==> config.mk <==
export PLATFORM = sky130hd
export DESIGN_NAME = lbss_top
export DESIGN_NICKNAME = d
export VERILOG_FILES = /design/src/verilog/lbss_pkg.sv /design/src/verilog/lbss_attr_reg.sv /design/src/verilog/lbss_steer.sv /design/src/verilog/lbss_top.sv
export SDC_FILE = /design/constraint.sdc
export NUM_CORES = 1
export LEC_CHECK = 0
export ABC_AREA = 1
export ABC_CLOCK_PERIOD_IN_PS = 4660
export BUFFER_PORTS_ARGS = -buffer_cell sky130_fd_sc_hd__buf_4
export CAP_MARGIN = 30
export CELL_PAD_IN_SITES_DETAIL_PLACEMENT = 1
export CELL_PAD_IN_SITES_GLOBAL_PLACEMENT = 1
export CORE_MARGIN = 3
export CORE_UTILIZATION = 31
export DETAILED_ROUTE_END_ITERATION = 10
export PLACE_DENSITY = 0.91
export SYNTH_ARGS = -nofsm -noshare
export SYNTH_HDL_FRONTEND = slang
export SYNTH_HIERARCHICAL = 1
export SYNTH_SLANG_ARGS = --single-unit
export TNS_END_PERCENT = 30
==> constraint.sdc <==
create_clock -name clock_i -period 4.66 [get_ports clock_i]
set_input_delay 0.699 -clock clock_i [delete_from_list [all_inputs] [get_ports clock_i]]
set_output_delay 0.699 -clock clock_i [all_outputs]
set_load 0.02 [all_outputs]
==> src/verilog/lbss_pkg.sv <==
// lbss_pkg: constants and carrier types for the legacy shadow steering
// block; assumes byte-wide configuration access and a 32-bit address.
`default_nettype none

package lbss_pkg;

  // ==========================================================
  // configuration space location
  // ==========================================================
  localparam logic [7:0]  CFG_BUS         = 8'h00;
  localparam logic [4:0]  CFG_DEV         = 5'h00;
  localparam logic [2:0]  CFG_FUNC        = 3'h0;
  localparam logic [11:0] OFF_ATTR_TOP    = 12'h090;
  localparam logic [11:0] OFF_ATTR_C0     = 12'h091;

  // ==========================================================
  // register layout and reset values
  // ==========================================================
  localparam int          UPPER_LSB       = 4;   // upper field bits 5:4
  localparam int          LOWER_LSB       = 0;   // lower field bits 1:0
  localparam int          RE_BIT          = 0;   // read-to-dram in a field
  localparam int          WE_BIT          = 1;   // write-to-dram in a field
  localparam logic [7:0]  ATTR_RESET      = 8'h00;
  localparam logic [7:0]  MASK_ATTR_TOP   = 8'h30;
  localparam logic [7:0]  MASK_ATTR_C0    = 8'h33;
  localparam int          NUM_SEGMENTS    = 13;  // across all seven maps
  localparam int          NUM_ATTR_REGS   = 7;

  // ==========================================================
  // address windows
  // ==========================================================
  localparam logic [31:0] LEGACY_LO       = 32'h000c_0000;
  localparam logic [31:0] LEGACY_HI       = 32'h000f_ffff;
  localparam logic [31:0] SEG_TOP_LO      = 32'h000f_0000;
  localparam logic [31:0] SEG_TOP_HI      = 32'h000f_ffff;
  localparam logic [31:0] SEG_C4_LO       = 32'h000c_4000;
  localparam logic [31:0] SEG_C4_HI       = 32'h000c_7fff;
  localparam logic [31:0] SEG_C0_LO       = 32'h000c_0000;
  localparam logic [31:0] SEG_C0_HI       = 32'h000c_3fff;

  // ==========================================================
  // types
  // ==========================================================
  typedef enum logic [1:0] {
    SRC_HOST      = 2'b00,  // host processor
    SRC_PCI_INIT  = 2'b01,  // pci initiator
    SRC_DOWNLINK  = 2'b10,  // downstream_legacy_link
    SRC_GFX_LOW   = 2'b11   // graphics port, low priority
  } lbss_src_t;

  typedef struct packed {
    logic [31:0] addr;
    logic        write;
    lbss_src_t   src;
  } lbss_req_t;

  typedef struct packed {
    logic dram;     // claimed, sent to main memory
    logic down;     // forwarded to downstream link
    logic legacy;   // address inside 0c0000..0fffff
    logic covered;  // segment governed by these two registers
  } lbss_route_t;

  typedef struct packed {
    logic        write;
    logic [7:0]  bus;
    logic [4:0]  dev;
    logic [2:0]  func;
    logic [11:0] off;
    logic [7:0]  wdata;
  } lbss_cfg_t;

endpackage : lbss_pkg

`default_nettype wire

==> src/verilog/lbss_attr_reg.sv <==
// lbss_attr_reg: one 8-bit attribute register with lockable fields.
// assumes the caller decodes the address; reserved bits stay zero.
`timescale 1ns/1ns
`default_nettype none

module lbss_attr_reg #(
  parameter logic [7:0] WMASK = 8'h00  // writable field bits
) (
  // clock and reset
  input  wire logic       clock_i,
  input  wire logic       rst_i,
  // write side
  input  wire logic       we_i,
  input  wire logic       lock_i,
  input  wire logic [7:0] wdata_i,
  // stored value
  output logic      [7:0] value_o
);

  // ==========================================================
  // storage
  // ==========================================================
  // reserved bits never load, so they read as zero forever
  always_ff @(posedge clock_i)
  begin
    if (rst_i)
    begin
      value_o <= lbss_pkg::ATTR_RESET;
    end
    else if (we_i && !lock_i)
    begin
      value_o <= wdata_i & WMASK;
    end
  end

endmodule : lbss_attr_reg

`default_nettype wire

==> src/verilog/lbss_steer.sv <==
// lbss_steer: decides dram or downstream for one access, given the
// selected 2-bit field. assumes same-cycle inputs, purely combinational.
`timescale 1ns/1ns
`default_nettype none

module lbss_steer (
  // access
  input  wire logic                 write_i,
  input  wire lbss_pkg::lbss_src_t  src_i,
  input  wire logic                 legacy_i,
  input  wire logic                 covered_i,
  input  wire logic [1:0]           field_i,
  // result
  output lbss_pkg::lbss_route_t     route_o
);

  // ==========================================================
  // decode
  // ==========================================================
  logic is_inbound;  // from link or graphics port
  logic bit_sel;     // read or write enable of the field

  always_comb
  begin
    is_inbound = (src_i == lbss_pkg::SRC_DOWNLINK) ||
                 (src_i == lbss_pkg::SRC_GFX_LOW);
    bit_sel    = write_i ? field_i[lbss_pkg::WE_BIT]
                         : field_i[lbss_pkg::RE_BIT];
    route_o.legacy  = legacy_i;
    route_o.covered = covered_i;
    if (!legacy_i)
    begin
      route_o.dram = 1'b1;  // ordinary memory, not steered here
    end
    else if (is_inbound)
    begin
      route_o.dram = 1'b1;  // attributes ignored inbound
    end
    else if (covered_i)
    begin
      route_o.dram = bit_sel;  // host and pci alike
    end
    else
    begin
      route_o.dram = 1'b0;  // segment of another map: stay downstream
    end
    route_o.down = !route_o.dram;
  end

endmodule : lbss_steer

`default_nettype wire

==> src/verilog/lbss_top.sv <==
// lbss_top: legacy bios shadow steering for the two attribute maps at
// 0x90 and 0x91 of bus 0 device 0 function 0 configuration space.
// assumes config requests, memory requests and the trusted lock come
// from logic on clock_i; no synchronisers are needed.
`timescale 1ns/1ns
`default_nettype none

module lbss_top (
  // clock and reset
  input  wire logic                  clock_i,
  input  wire logic                  rst_i,
  // trusted execution lock level
  input  wire logic                  trusted_lock_i,
  // configuration access
  input  wire logic                  cfg_valid_i,
  input  wire lbss_pkg::lbss_cfg_t   cfg_i,
  output logic                       cfg_ack_o,
  output logic                       cfg_hit_o,
  output logic [7:0]                 cfg_rdata_o,
  // memory access to steer
  input  wire logic                  req_valid_i,
  input  wire lbss_pkg::lbss_req_t   req_i,
  output logic                       route_valid_o,
  output lbss_pkg::lbss_route_t      route_o,
  // attribute values for neighbouring logic
  output logic [7:0]                 attr_top_o,
  output logic [7:0]                 attr_c0_o
);

  // ==========================================================
  // configuration decode
  // ==========================================================
  logic       fn_match;   // bus 0, device 0, function 0
  logic       sel_top;    // offset of the top map
  logic       sel_c0;     // offset of the c0 map
  logic       we_top;     // write strobe, top map
  logic       we_c0;      // write strobe, c0 map
  logic [7:0] attr_top;   // stored top map
  logic [7:0] attr_c0;    // stored c0 map

  // only the two maps of this block answer with a hit
  always_comb
  begin
    fn_match = (cfg_i.bus == lbss_pkg::CFG_BUS) &&
               (cfg_i.dev == lbss_pkg::CFG_DEV) &&
               (cfg_i.func == lbss_pkg::CFG_FUNC);
    sel_top  = fn_match && (cfg_i.off == lbss_pkg::OFF_ATTR_TOP);
    sel_c0   = fn_match && (cfg_i.off == lbss_pkg::OFF_ATTR_C0);
    we_top   = cfg_valid_i && cfg_i.write && sel_top;
    we_c0    = cfg_valid_i && cfg_i.write && sel_c0;
  end

  // ==========================================================
  // attribute registers
  // ==========================================================
  // top map: only the upper field is implemented
  lbss_attr_reg #(
    .WMASK   (lbss_pkg::MASK_ATTR_TOP)
  ) u_attr_top (
    .clock_i (clock_i),
    .rst_i   (rst_i),
    .we_i    (we_top),
    .lock_i  (trusted_lock_i),
    .wdata_i (cfg_i.wdata),
    .value_o (attr_top)
  );

  // c0 map: upper and lower fields
  lbss_attr_reg #(
    .WMASK   (lbss_pkg::MASK_ATTR_C0)
  ) u_attr_c0 (
    .clock_i (clock_i),
    .rst_i   (rst_i),
    .we_i    (we_c0),
    .lock_i  (trusted_lock_i),
    .wdata_i (cfg_i.wdata),
    .value_o (attr_c0)
  );

  // ==========================================================
  // configuration answer
  // ==========================================================
  // one-cycle answer to every request; a miss reads zero so the
  // surrounding bridge can merge answers by or-ing them
  always_ff @(posedge clock_i)
  begin
    if (rst_i)
    begin
      cfg_ack_o   <= 1'b0;
      cfg_hit_o   <= 1'b0;
      cfg_rdata_o <= 8'h00;
    end
    else
    begin
      cfg_ack_o <= cfg_valid_i;
      cfg_hit_o <= cfg_valid_i && (sel_top || sel_c0);
      if (cfg_valid_i && !cfg_i.write && sel_top)
      begin
        cfg_rdata_o <= attr_top;  // reserved bits already zero
      end
      else if (cfg_valid_i && !cfg_i.write && sel_c0)
      begin
        cfg_rdata_o <= attr_c0;
      end
      else
      begin
        cfg_rdata_o <= 8'h00;
      end
    end
  end

  // ==========================================================
  // segment lookup
  // ==========================================================
  logic        in_legacy;  // inside 0c0000..0fffff
  logic        in_top;     // 0f0000..0fffff
  logic        in_c4;      // 0c4000..0c7fff
  logic        in_c0;      // 0c0000..0c3fff
  logic [1:0]  field;      // field governing the address
  lbss_pkg::lbss_route_t next_route;

  // the other ten segments belong to maps not held here, so they
  // are reported uncovered and keep their reset steering
  always_comb
  begin
    in_legacy = (req_i.addr >= lbss_pkg::LEGACY_LO) &&
                (req_i.addr <= lbss_pkg::LEGACY_HI);
    in_top    = (req_i.addr >= lbss_pkg::SEG_TOP_LO) &&
                (req_i.addr <= lbss_pkg::SEG_TOP_HI);
    in_c4     = (req_i.addr >= lbss_pkg::SEG_C4_LO) &&
                (req_i.addr <= lbss_pkg::SEG_C4_HI);
    in_c0     = (req_i.addr >= lbss_pkg::SEG_C0_LO) &&
                (req_i.addr <= lbss_pkg::SEG_C0_HI);
    if (in_top)
    begin
      field = attr_top[lbss_pkg::UPPER_LSB +: 2];
    end
    else if (in_c4)
    begin
      field = attr_c0[lbss_pkg::UPPER_LSB +: 2];
    end
    else if (in_c0)
    begin
      field = attr_c0[lbss_pkg::LOWER_LSB +: 2];
    end
    else
    begin
      field = 2'b00;
    end
  end

  // field to route decode, shared by every source
  lbss_steer u_steer (
    .write_i   (req_i.write),
    .src_i     (req_i.src),
    .legacy_i  (in_legacy),
    .covered_i (in_top || in_c4 || in_c0),
    .field_i   (field),
    .route_o   (next_route)
  );

  // ==========================================================
  // route output register
  // ==========================================================
  // one cycle from request to route; route holds until the next one
  always_ff @(posedge clock_i)
  begin
    if (rst_i)
    begin
      route_valid_o <= 1'b0;
      route_o       <= '0;
    end
    else
    begin
      route_valid_o <= req_valid_i;
      if (req_valid_i)
      begin
        route_o <= next_route;
      end
    end
  end

  // ==========================================================
  // attribute mirror outputs
  // ==========================================================
  // registered copy so every top output comes from a flip-flop;
  // costs one cycle of lag against the configuration write
  always_ff @(posedge clock_i)
  begin
    if (rst_i)
    begin
      attr_top_o <= lbss_pkg::ATTR_RESET;
      attr_c0_o  <= lbss_pkg::ATTR_RESET;
    end
    else
    begin
      attr_top_o <= attr_top;
      attr_c0_o  <= attr_c0;
    end
  end

  logic host_like;  // host or pci initiator
  assign host_like = (req_i.src == lbss_pkg::SRC_HOST) ||
                     (req_i.src == lbss_pkg::SRC_PCI_INIT);
endmodule : lbss_top

`default_nettype wire

==> metrics.cfg, run 1 <==
[status]
outcome=complete, no violations

[sta]
final_hold_viol_count=0
final-setup-viol-count=0
tightest_slew_ns=0.571
finalCritPeriodShare=0.438
finalSetupTns_ns=0
fmax_ghz=0.490
hold_ws_ns=0.470
layout_min_cycle_time_ns=2.04
slew_headroom=0.617
finClkSkew_ns=0.00261
rsz0062_at_grt=false
drv_slew=0

[hold_path]
hold_start=u_attr_top/value_o[5]
timing.hold.worst_endpoint=attr_top_o[5]
min_path_type=flop to flop
min_path_cells=2

[global_route]
grt_pass1_vias=1981
antenna_found_initial=0
grt_max_degree=16
overflow=0
track_usage=0.153
grt_pass1_wl_um=8650

[drt]
highest_layer=met4
detail-route-antenna-nets=0
viasPerCell=4.39
met2_length_um=2700
drc=0
drt_iter0_drc=42
drt_wl_total_um=5090
first_pass_iters=4
wl_met1_um=1920
wl_met3_um=364
num_vias=1889
wl_per_cell_um=11.8

[floorplan]
fp-row-count=27
fp.dieH_um=83
die_w_um=83
io_pins=108
core_sq_um=5610
dieArea_sq_um=6890
initial_core_util=0.328

[critical_path]
r2r_start=u_attr_c0/value_o[1]
timing.rr.end=route_o[2]
crit_fanout=5
reg2reg_slack_ns=3.47
start_kind=input pin
crit_arrival_ns=2.28
end_kind=flop
critPathKind=input pin to flop
reg2reg_depth=9
required_ns=4.89

[synth]
synth-seq-cells=37
yosysTopAreaCellShare=0.403
ys_seq_area_frac=0.403
netlist_area_sq_um=1840
synth_cell_type_count=26
netlist_instances=267
ys_warn_count=6
yosys.area.top_type=dfxtp_1
synth.area.top_cells=dfxtp_1, nor2_1, inv_1, nand2_1, nand3_1
avgSynthCellArea_sq_um=6.88

[power]
pwr_density_cell_nw_per_um2=243
vdd_drop_max_uv=161
leakage_nw=1.39

[cts]
cts_resized=0
clk_pin_slew_ns=0.07
cts-root-buf=clkbuf_8
clock_latency_ns=0.29
clock-sinks=37
htree_levels=2
ctsHoldBuffers=0
clk_path_buf_depth=2
cts_setup_buffers=0
cts_tree=done
cts_buffers=5

[placement]
gp_congestion=0.738
dp_hpwl_um=4280
io_buffers=88
placed_cell_area_sq_um=2520
dp.cells=422

[final_layout]
finalNonFillerCells=430
final_area_sq_um=2610
seq_area_sq_um=741
multi_input_area_sq_um=832
finalNetCount=434
n_antenna_cell=0
fillCellCount=748
syn_to_final_growth_pct=42.0
drive_gt1_frac=0.335

[job]
cap_violations=0

metrics by stage:
step                setup WS, ns  utilization  power, mW
detailed placement          2.30        0.450      0.426
finish                      2.62        0.465      0.634
global route                2.41        0.465      0.667
CTS                         2.60        0.465      0.640
global placement            2.37        0.450      0.422
floorplan                   2.71            -      0.374
routing by layer:
metal | GRT usage | vias up
met5 | 0 | -
met4 | 0.0609 | 0
met2 | 0.291 | 64
met3 | 0.0556 | 11
met1 | 0.149 | 852
li1 | - | 962
cell usage after synthesis:
library cell	count
a21boi_2	1
nand2_1	46
nand4_2	1
nor2_4	1
dfxtp_1	37
nand4_1	4
clkinv_1	2
a21oi_2	1
nor3_2	2
conb_1	2
nand3_1	30
nand3b_1	2
buf_2	1
nand2_2	2
inv_6	1
buf_4	12
nor3_1	3
nor2_1	52
nor3_4	1
o21ai_0	4
nor2_8	1
nand3_2	3
nor2b_2	1
inv_2	1
inv_1	48
nor2_2	8
cells in the final DEF (no fill, tap or decap), types with 4 or more instances in the layout:
| cell | count |
|---|---|
| buf_4 | 88 |
| nor2_1 | 52 |
| inv_1 | 48 |
| nand2_1 | 46 |
| dfxtp_1 | 37 |
| nand3_1 | 30 |
| conb_1 | 10 |
| nor2_2 | 8 |
| clkbuf_8 | 5 |
| nand4_1 | 4 |
| o21ai_0 | 4 |
flip-flops by register name, summed over array words and instances (netlist names):
register and flops:
attr_c0_o 8, attr_top_o 8, cfg_ack_o 1, cfg_hit_o 1
cfg_rdata_o 8, route_o 4, route_valid_o 1, u_attr_c0/value_o 4
u_attr_top/value_o 2
critical path, stage by stage:
cell	delay, ns
buf_4	0.11
nor2_1	0.11
nand2_1	0.09
nor3_4	0.17
nand4_2	0.22
nor3_1	0.50
inv_2	0.06
nor2_2	0.16
nor2_1	0.06
nor2_1	0.10
report_power, final:
group	leakage (nW)	switching (mW)	internal, mW
clock network	0.0439	0.112	0.103
logic	1.04	0.0448	0.0484
registers	0.302	0.00270	0.324
cell families (layout without fill, tap and decap cells):
group | count (synthesis) | in the layout | share of synthesized area
AND/OR/NAND/NOR | 157 | 157 | 0.410
other | 2 | 10 | 0.00409
flip-flops | 37 | 37 | 0.403
buffers and inverters | 65 | 148 | 0.161
AO/OA/AOI/OAI | 6 | 6 | 0.0218
cell type report:
cell class | count | share of cell area
inverters | 52 | 0.0767
multi-input cells | 173 | 0.319
clock buffers | 5 | 0.0264
repair buffers | 88 | 0.253
well taps | 72 | 0.0345
clock inverters | 3 | 0.00671
flip-flops and latches | 37 | 0.284
worst max path at each step:
stage,slack [ns],to,from
2_1_floorplan,2.71,u_attr_c0/value_o[0],cfg_i[26]
3_3_place_gp,2.37,u_attr_c0/value_o[1],cfg_i[24]
3_5_place_dp,2.30,u_attr_c0/value_o[5],cfg_i[26]
4_1_cts,2.60,u_attr_c0/value_o[5],cfg_i[26]
5_1_grt,2.41,u_attr_c0/value_o[5],cfg_i[30]
6_report,2.62,u_attr_c0/value_o[5],cfg_i[26]
Note: power is estimated with default switching activity, not from simulation.
==> run 2: changes to the inputs <==
--- a/config.mk
+++ b/config.mk
@@ -5,16 +5,16 @@
 export SDC_FILE = /design/constraint.sdc
 export NUM_CORES = 1
 export LEC_CHECK = 0
-export ABC_AREA = 1
-export ABC_CLOCK_PERIOD_IN_PS = 4660
+export ABC_AREA = 0
+export ABC_CLOCK_PERIOD_IN_PS = 1900
 export BUFFER_PORTS_ARGS = -buffer_cell sky130_fd_sc_hd__buf_4
 export CAP_MARGIN = 30
 export CELL_PAD_IN_SITES_DETAIL_PLACEMENT = 1
 export CELL_PAD_IN_SITES_GLOBAL_PLACEMENT = 1
 export CORE_MARGIN = 3
-export CORE_UTILIZATION = 31
+export CORE_UTILIZATION = 30
 export DETAILED_ROUTE_END_ITERATION = 10
-export PLACE_DENSITY = 0.91
+export PLACE_DENSITY = 0.86
 export SYNTH_ARGS = -nofsm -noshare
 export SYNTH_HDL_FRONTEND = slang
 export SYNTH_HIERARCHICAL = 1
==> constraint.sdc (replaced) <==
create_clock -name clock_i -period 1.9 [get_ports clock_i]
set_input_delay 0.285 -clock clock_i [delete_from_list [all_inputs] [get_ports clock_i]]
set_output_delay 0.285 -clock clock_i [all_outputs]
set_load 0.02 [all_outputs]
==> run 2 against run 1 <==
Compared with the run above:
- sequential power rose by 140%
- first-iteration DRC count fell by 17%
- cell area fell by 6.8%
- area after synthesis fell by 11%
- global-route usage fell by 0.17 points
- die area fell by 7.5%
- non-clock buffer count rose by 3
- sequential share of layout area rose by 2.1 points
- worst setup slack got worse by 2.5 ns
- cell count fell by 27%
- routed wire length fell by 10%
- largest power group unchanged
==> metrics.cfg, run 2 <==
[drt]
drt_wl_total_um=4570  ; -10%
met2_length_um=2520  ; -6.3%
drt_iter0_drc=35  ; -17%
drc=0  ; unchanged
highest_layer=met4
viasPerCell=4.54  ; +3.2%
wl_per_cell_um=14.5  ; +23%
detail-route-antenna-nets=0  ; unchanged
first_pass_iters=4  ; unchanged
wl_met3_um=228  ; -37%
num_vias=1424  ; -25%
wl_met1_um=1730  ; -10%

[global_route]
grt_pass1_vias=1490  ; -25%
antenna_found_initial=0  ; unchanged
grt_max_degree=37  ; +21
grt_pass1_wl_um=7220  ; -16%
overflow=0  ; unchanged
track_usage=0.152  ; -0.00174

[cts]
cts_tree=done
clk_path_buf_depth=2  ; unchanged
cts_resized=0  ; unchanged
ctsHoldBuffers=0  ; unchanged
htree_levels=2  ; unchanged
clock_latency_ns=0.29  ; about the same
cts_buffers=5  ; unchanged
cts_setup_buffers=0  ; unchanged
cts-root-buf=clkbuf_8
clk_pin_slew_ns=0.07  ; about the same
clock-sinks=37  ; unchanged

[sta]
final_hold_viol_count=0  ; unchanged
finalSetupTns_ns=0  ; unchanged
layout_min_cycle_time_ns=1.78
rsz0062_at_grt=false
hold_ws_ns=0.219  ; -0.251 ns
finalCritPeriodShare=0.939
setup_ws_ns=0.115  ; -2.50 ns
final-setup-viol-count=0  ; unchanged
fmax_ghz=0.560
finClkSkew_ns=0.00445  ; +0.00184 ns
drv_slew=0  ; unchanged

[power]
clkPwrFrac=0.410  ; +0.071
power_mw=1.71  ; +170%
pwr-share-seq=0.466  ; -0.048
intPower_mw=1.34  ; +180%
pwr_density_cell_nw_per_um2=701  ; +190%
switchingPower_mw=0.366  ; +130%
p_sw_frac=0.214  ; -0.0373
p_comb_frac=0.125  ; -0.022
vdd_drop_max_uv=371  ; +130%
leakage_nw=1.09  ; -22%

[hold_path]
min_path_type=input pin to flop
timing.hold.worst_endpoint=cfg_ack_o
min_path_cells=2  ; unchanged
hold_start=cfg_valid_i

[final_layout]
multi_input_area_sq_um=795  ; -4.5%
seq_area_sq_um=741  ; unchanged
final_area_sq_um=2430  ; -6.8%
finalNonFillerCells=314  ; -27%
fillCellCount=612  ; -18%
final_cell_mix=buf_4, dfxtp_1, nor2b_1, mux2i_1, conb_1
finalNetCount=320  ; -26%
n_antenna_cell=0  ; unchanged
drive_gt1_frac=0.467  ; +0.132
final_common_cell=buf_4
syn_to_final_growth_pct=48.8
largest_registers=attr_c0_o x8, attr_top_o x8, cfg_rdata_o x8
post-route-util=0.468  ; +0.00213

[synth]
yosys-top-cells-count=dfxtp_1, nor2b_1, buf_4, mux2i_1
synth-seq-cells=37  ; unchanged
ys_warn_count=6  ; unchanged
synth_cell_type_count=34  ; +31%
avgSynthCellArea_sq_um=10.6  ; +54%
synth.area.top_cells=dfxtp_1, mux2i_1, buf_4, nor2b_1, nand4bb_1
netlist_instances=154  ; -42%
async_reset_ff_frac=0  ; unchanged
synthFlopType=dfxtp_1
yosysMostFrequentCell=dfxtp_1
netlist_area_sq_um=1640  ; -11%
ys_seq_area_frac=0.453  ; +0.0500
synth_edf_count=0  ; unchanged
yosysTopAreaCellShare=0.453  ; +0.0500
yosys.area.top_type=dfxtp_1

[placement]
dp.cells=306  ; -27%
gp_congestion=0.735  ; -0.39%
place_ws_ns=0.0859  ; -2.21 ns
placed_cell_area_sq_um=2320  ; -8.2%
dp_hpwl_um=3400  ; -21%
io_buffers=88  ; unchanged

[critical_path]
crit_arrival_ns=1.95  ; -0.33 ns
reg2reg_depth=7  ; -2
end_kind=flop
r2r_start=u_attr_c0/value_o[0]
reg2reg_slack_ns=0.12  ; -3.35 ns
start_kind=flop
crit_path_start=u_attr_c0/value_o[0]
required_ns=2.07  ; -2.82 ns
crit_fanout=4  ; -1
critPathKind=flop to flop
timing.rr.end=route_o[3]

[job]
cap_violations=0  ; unchanged

[floorplan]
fp-row-count=26  ; -3.7%
die_w_um=79.8  ; -3.8%
core_sq_um=5200  ; -7.2%
initial_core_util=0.314  ; -0.0136
fp.dieH_um=79.8  ; -3.8%
dieArea_sq_um=6370  ; -7.5%
io_pins=108  ; unchanged

[status]
outcome=complete, no violations

-- run 2: cell count changes after synthesis, moves of 5 or more --
cell / previous run / this run
nor2_2: 8 / 0
nand2_1: 46 / 1
nor3_1: 3 / 9
nand2b_1: 0 / 6
o21ai_1: 0 / 5
nand4bb_1: 0 / 6
nor2_1: 52 / 9
nor2b_1: 0 / 14
mux2i_1: 0 / 12
inv_1: 48 / 3
nand3_1: 30 / 1
-- run 2: worst max-delay path by stage --
stage                     slack [ns]          to
after floorplan                 0.29  route_o[3]
final                           0.12  route_o[3]
after CTS                       0.09  route_o[3]
after global placement          0.12  route_o[3]
after detailed placement        0.09  route_o[3]
after global routing           0.006  route_o[3]
-- run 2: area by class of cell --
cell class	count	area share
clock buffers	7	0.0355
clock inverters	1	0.0123
flip-flops and latches	37	0.304
inverters	3	0.00463
multi-input cells	105	0.326
well taps	70	0.0360
repair buffers	91	0.281
-- run 2: cell families after synthesis --
logic type,synth area share
flip-flops,0.453
AND/OR/NAND/NOR,0.322
AO/OA/AOI/OAI,0.0444
multiplexers,0.0964
other,0.00459
buffers and inverters,0.0796
-- run 2: power groups by stage --
stage	sequential [mW]	clock, mW	combinational, mW
3_3_place_gp	0.812	0	0.206
2_1_floorplan	0.831	0	0.0703
4_1_cts	0.795	0.715	0.213
3_5_place_dp	0.813	0	0.211
5_1_grt	0.795	0.755	0.231
6_report	0.795	0.699	0.213
-- run 2: layer usage --
metal	vias up	track usage
met5	-	0
met4	0	0.0676
met3	8	0.0474
met2	42	0.280
met1	674	0.155
li1	700	-
-- run 2: worst max-delay path: stages, from the launching register on --
cell     delay [ns]
dfxtp_1        0.35
mux2_2         0.28
a32oi_1        0.17
nor2_1         0.07
mux2_4         0.29
a211o_1        0.29
mux2i_1        0.15
nor2_1         0.07
==> run 3: changes to the inputs <==
--- a/config.mk
+++ b/config.mk
@@ -12,11 +12,10 @@
 export CELL_PAD_IN_SITES_DETAIL_PLACEMENT = 1
 export CELL_PAD_IN_SITES_GLOBAL_PLACEMENT = 1
 export CORE_MARGIN = 3
-export CORE_UTILIZATION = 30
+export CORE_UTILIZATION = 25
 export DETAILED_ROUTE_END_ITERATION = 10
 export PLACE_DENSITY = 0.86
 export SYNTH_ARGS = -nofsm -noshare
 export SYNTH_HDL_FRONTEND = slang
-export SYNTH_HIERARCHICAL = 1
 export SYNTH_SLANG_ARGS = --single-unit
 export TNS_END_PERCENT = 30
==> constraint.sdc (replaced) <==
create_clock -name clock_i -period 1.9 [get_ports clock_i]
set_input_delay 0.19 -clock clock_i [delete_from_list [all_inputs] [get_ports clock_i]]
set_output_delay 0.19 -clock clock_i [all_outputs]
set_load 0.02 [all_outputs]
==> run 3 against run 2 <==
Compared with the run above:
- clock power shrank 58%
- highest routed layer unchanged
- flip-flop and latch count shrank 14
- utilization shrank 6.9 points
- largest cell class unchanged
==> metrics.cfg, run 3 <==
[global_route]
grt_max_degree=19  ; -49%
track_usage=0.118  ; -0.0334
antenna_found_initial=0  ; unchanged
grt_pass1_wl_um=4910  ; -32%
overflow=0  ; unchanged
top_usage_layer=met2
met1_usage=0.122  ; -0.0330
grtUsageMet3=0.0216  ; -0.0258
use_met2=0.234  ; -0.0462
grt_pass1_vias=1052  ; -29%

[power]
leakage_nw=0.800  ; -26%
power_mw=0.956  ; -44%
vdd_drop_max_uv=184  ; -50%
pwr_density_cell_nw_per_um2=544  ; -22%

[sta]
drv_slew=0  ; unchanged
hold_ws_ns=0.157  ; -0.0618 ns
rsz0062_at_grt=false
finClkSkew_ns=0.00232  ; -0.00212 ns
final_hold_viol_count=0  ; unchanged
final-setup-viol-count=0  ; unchanged
finalCritPeriodShare=0.696  ; -0.244
layout_min_cycle_time_ns=1.32  ; -0.463 ns
setup_ws_ns=0.578  ; +0.463 ns
fmax_ghz=0.757  ; +35%
finalSetupTns_ns=0  ; unchanged

[cts]
ctsHoldBuffers=0  ; unchanged
cts_setup_buffers=0  ; unchanged
clk_pin_slew_ns=0.08  ; about the same
cts_resized=0  ; unchanged
clock-sinks=23  ; -38%
cts_tree=done
htree_levels=1  ; -1
clk_path_buf_depth=2  ; unchanged
cts-root-buf=clkbuf_8
clock_latency_ns=0.26  ; -0.03 ns
cts_buffers=3  ; -2

[placement]
dp.cells=232  ; -24%
place_ws_ns=0.362  ; +0.276 ns
gp_congestion=0.728  ; -0.98%
io_buffers=74  ; -16%
placed_cell_area_sq_um=1710  ; -26%
dp_hpwl_um=2830  ; -17%

[synth]
netlist_area_sq_um=1150  ; -29%
synth.area.top_cells=dfxtp_1, buf_4, nor4_4, mux2i_1, nor2b_1
netlist_instances=109  ; -29%
synthFlopType=dfxtp_1
synth_cell_type_count=32  ; -5.9%
yosysMostFrequentCell=dfxtp_1
avgSynthCellArea_sq_um=10.6  ; -0.23%
async_reset_ff_frac=0  ; unchanged
synth_edf_count=0  ; unchanged
ys_seq_area_frac=0.399  ; -0.0542
synth-seq-cells=23  ; -38%
yosysTopAreaCellShare=0.399  ; -0.0542
ys_warn_count=0  ; -6
yosys-top-cells-count=dfxtp_1, buf_4, nor2b_1
yosys.area.top_type=dfxtp_1

[hold_path]
min_path_cells=2  ; unchanged
min_path_type=input pin to flop

[drt]
drc=0  ; unchanged
wl_per_cell_um=13.8  ; -5.3%
viasPerCell=4.47  ; -1.4%
num_vias=1055  ; -26%
drt_wl_total_um=3250  ; -29%
detail-route-antenna-nets=0  ; unchanged
first_pass_iters=4  ; unchanged
drt_iter0_drc=53  ; +51%

[critical_path]
crit_path_cell_trace=mux2_2 -> a311oi_1 -> a32oi_1 -> nor2_1
reg2reg_depth=4  ; -3
crit_fanout=3  ; -1
start_kind=flop
max_stage_delay_ns=0.39  ; +0.04 ns
crit_path_top_delay_cell=a311oi_1
crit_arrival_ns=1.52  ; -0.43 ns
required_ns=2.10  ; +0.03 ns
critPathKind=flop to flop
end_kind=flop

[final_layout]
final_cell_mix=buf_4, dfxtp_1, conb_1, nor2b_1, o21ai_0
drive_gt1_frac=0.500  ; +0.0328
syn_to_final_growth_pct=52.2
finalNetCount=262  ; -18%
fillCellCount=519  ; -15%
final_common_cell=buf_4
seq_area_sq_um=460  ; -38%
finalNonFillerCells=236  ; -25%
post-route-util=0.398  ; -0.0693
multi_input_area_sq_um=619  ; -22%
final_area_sq_um=1760  ; -28%
n_antenna_cell=0  ; unchanged

[floorplan]
io_pins=108  ; unchanged
fp.dieH_um=74.0  ; -7.3%
core_sq_um=4410  ; -15%
initial_core_util=0.262  ; -0.0526
dieArea_sq_um=5470  ; -14%
die_w_um=74.0  ; -7.3%
fp-row-count=24  ; -7.7%

[job]
cap_violations=0  ; unchanged

[status]
outcome=complete, no violations

==> run 3: routing by layer <==
layer  routed length (um)  share of wire
met5                    0              0
met4                   34          0.010
met3                  276          0.085
met2                 1880           0.58
met1                 1060           0.33
==> run 3: cell type report <==
type / count / share of cell area
tap: 52 / 0.0370
sequential: 23 / 0.262
clock buffer: 3 / 0.0235
multi-input combinational: 80 / 0.352
clock inverter: 1 / 0.00285
timing repair buffer: 74 / 0.316
inverter: 3 / 0.00641
==> run 3: cell families (layout without fill, tap and decap cells) <==
group,Yosys count,after routing,synth area share
buffers and inverters,19,81,0.107
multiplexers,7,7,0.0726
AO/OA/AOI/OAI,13,13,0.0661
other,1,14,0.00325
AND/OR/NAND/NOR,46,46,0.352
flip-flops,23,23,0.399
==> run 3: worst paths after layout <==
| kind | startpoint | to | slack (ns) |
|---|---|---|---|
| setup / recovery | u_attr_top.value_o[4] | route_o[2] | 0.58 |
| hold reg to reg | u_attr_c0.value_o[1] | attr_c0_o[1] | 0.49 |
| setup reg to reg | u_attr_top.value_o[4] | route_o[2] | 0.58 |
| hold / removal | cfg_valid_i | cfg_ack_o | 0.16 |
==> run 3: report_power, final <==
group	switching (mW)	total [mW]	leakage, nW	internal [mW]
Combinational	0.0817	0.178	0.588	0.0962
Clock	0.145	0.291	0.0255	0.146
Sequential	0.00152	0.487	0.186	0.485
Total	0.228	0.956	0.800	0.728
==> run 3: worst max-delay path, delay by kind of cell (launching register included) <==
family	cells	cell delay, ns
compound gates	2	0.55
flops	1	0.33
mux	1	0.27
simple gates	1	0.11
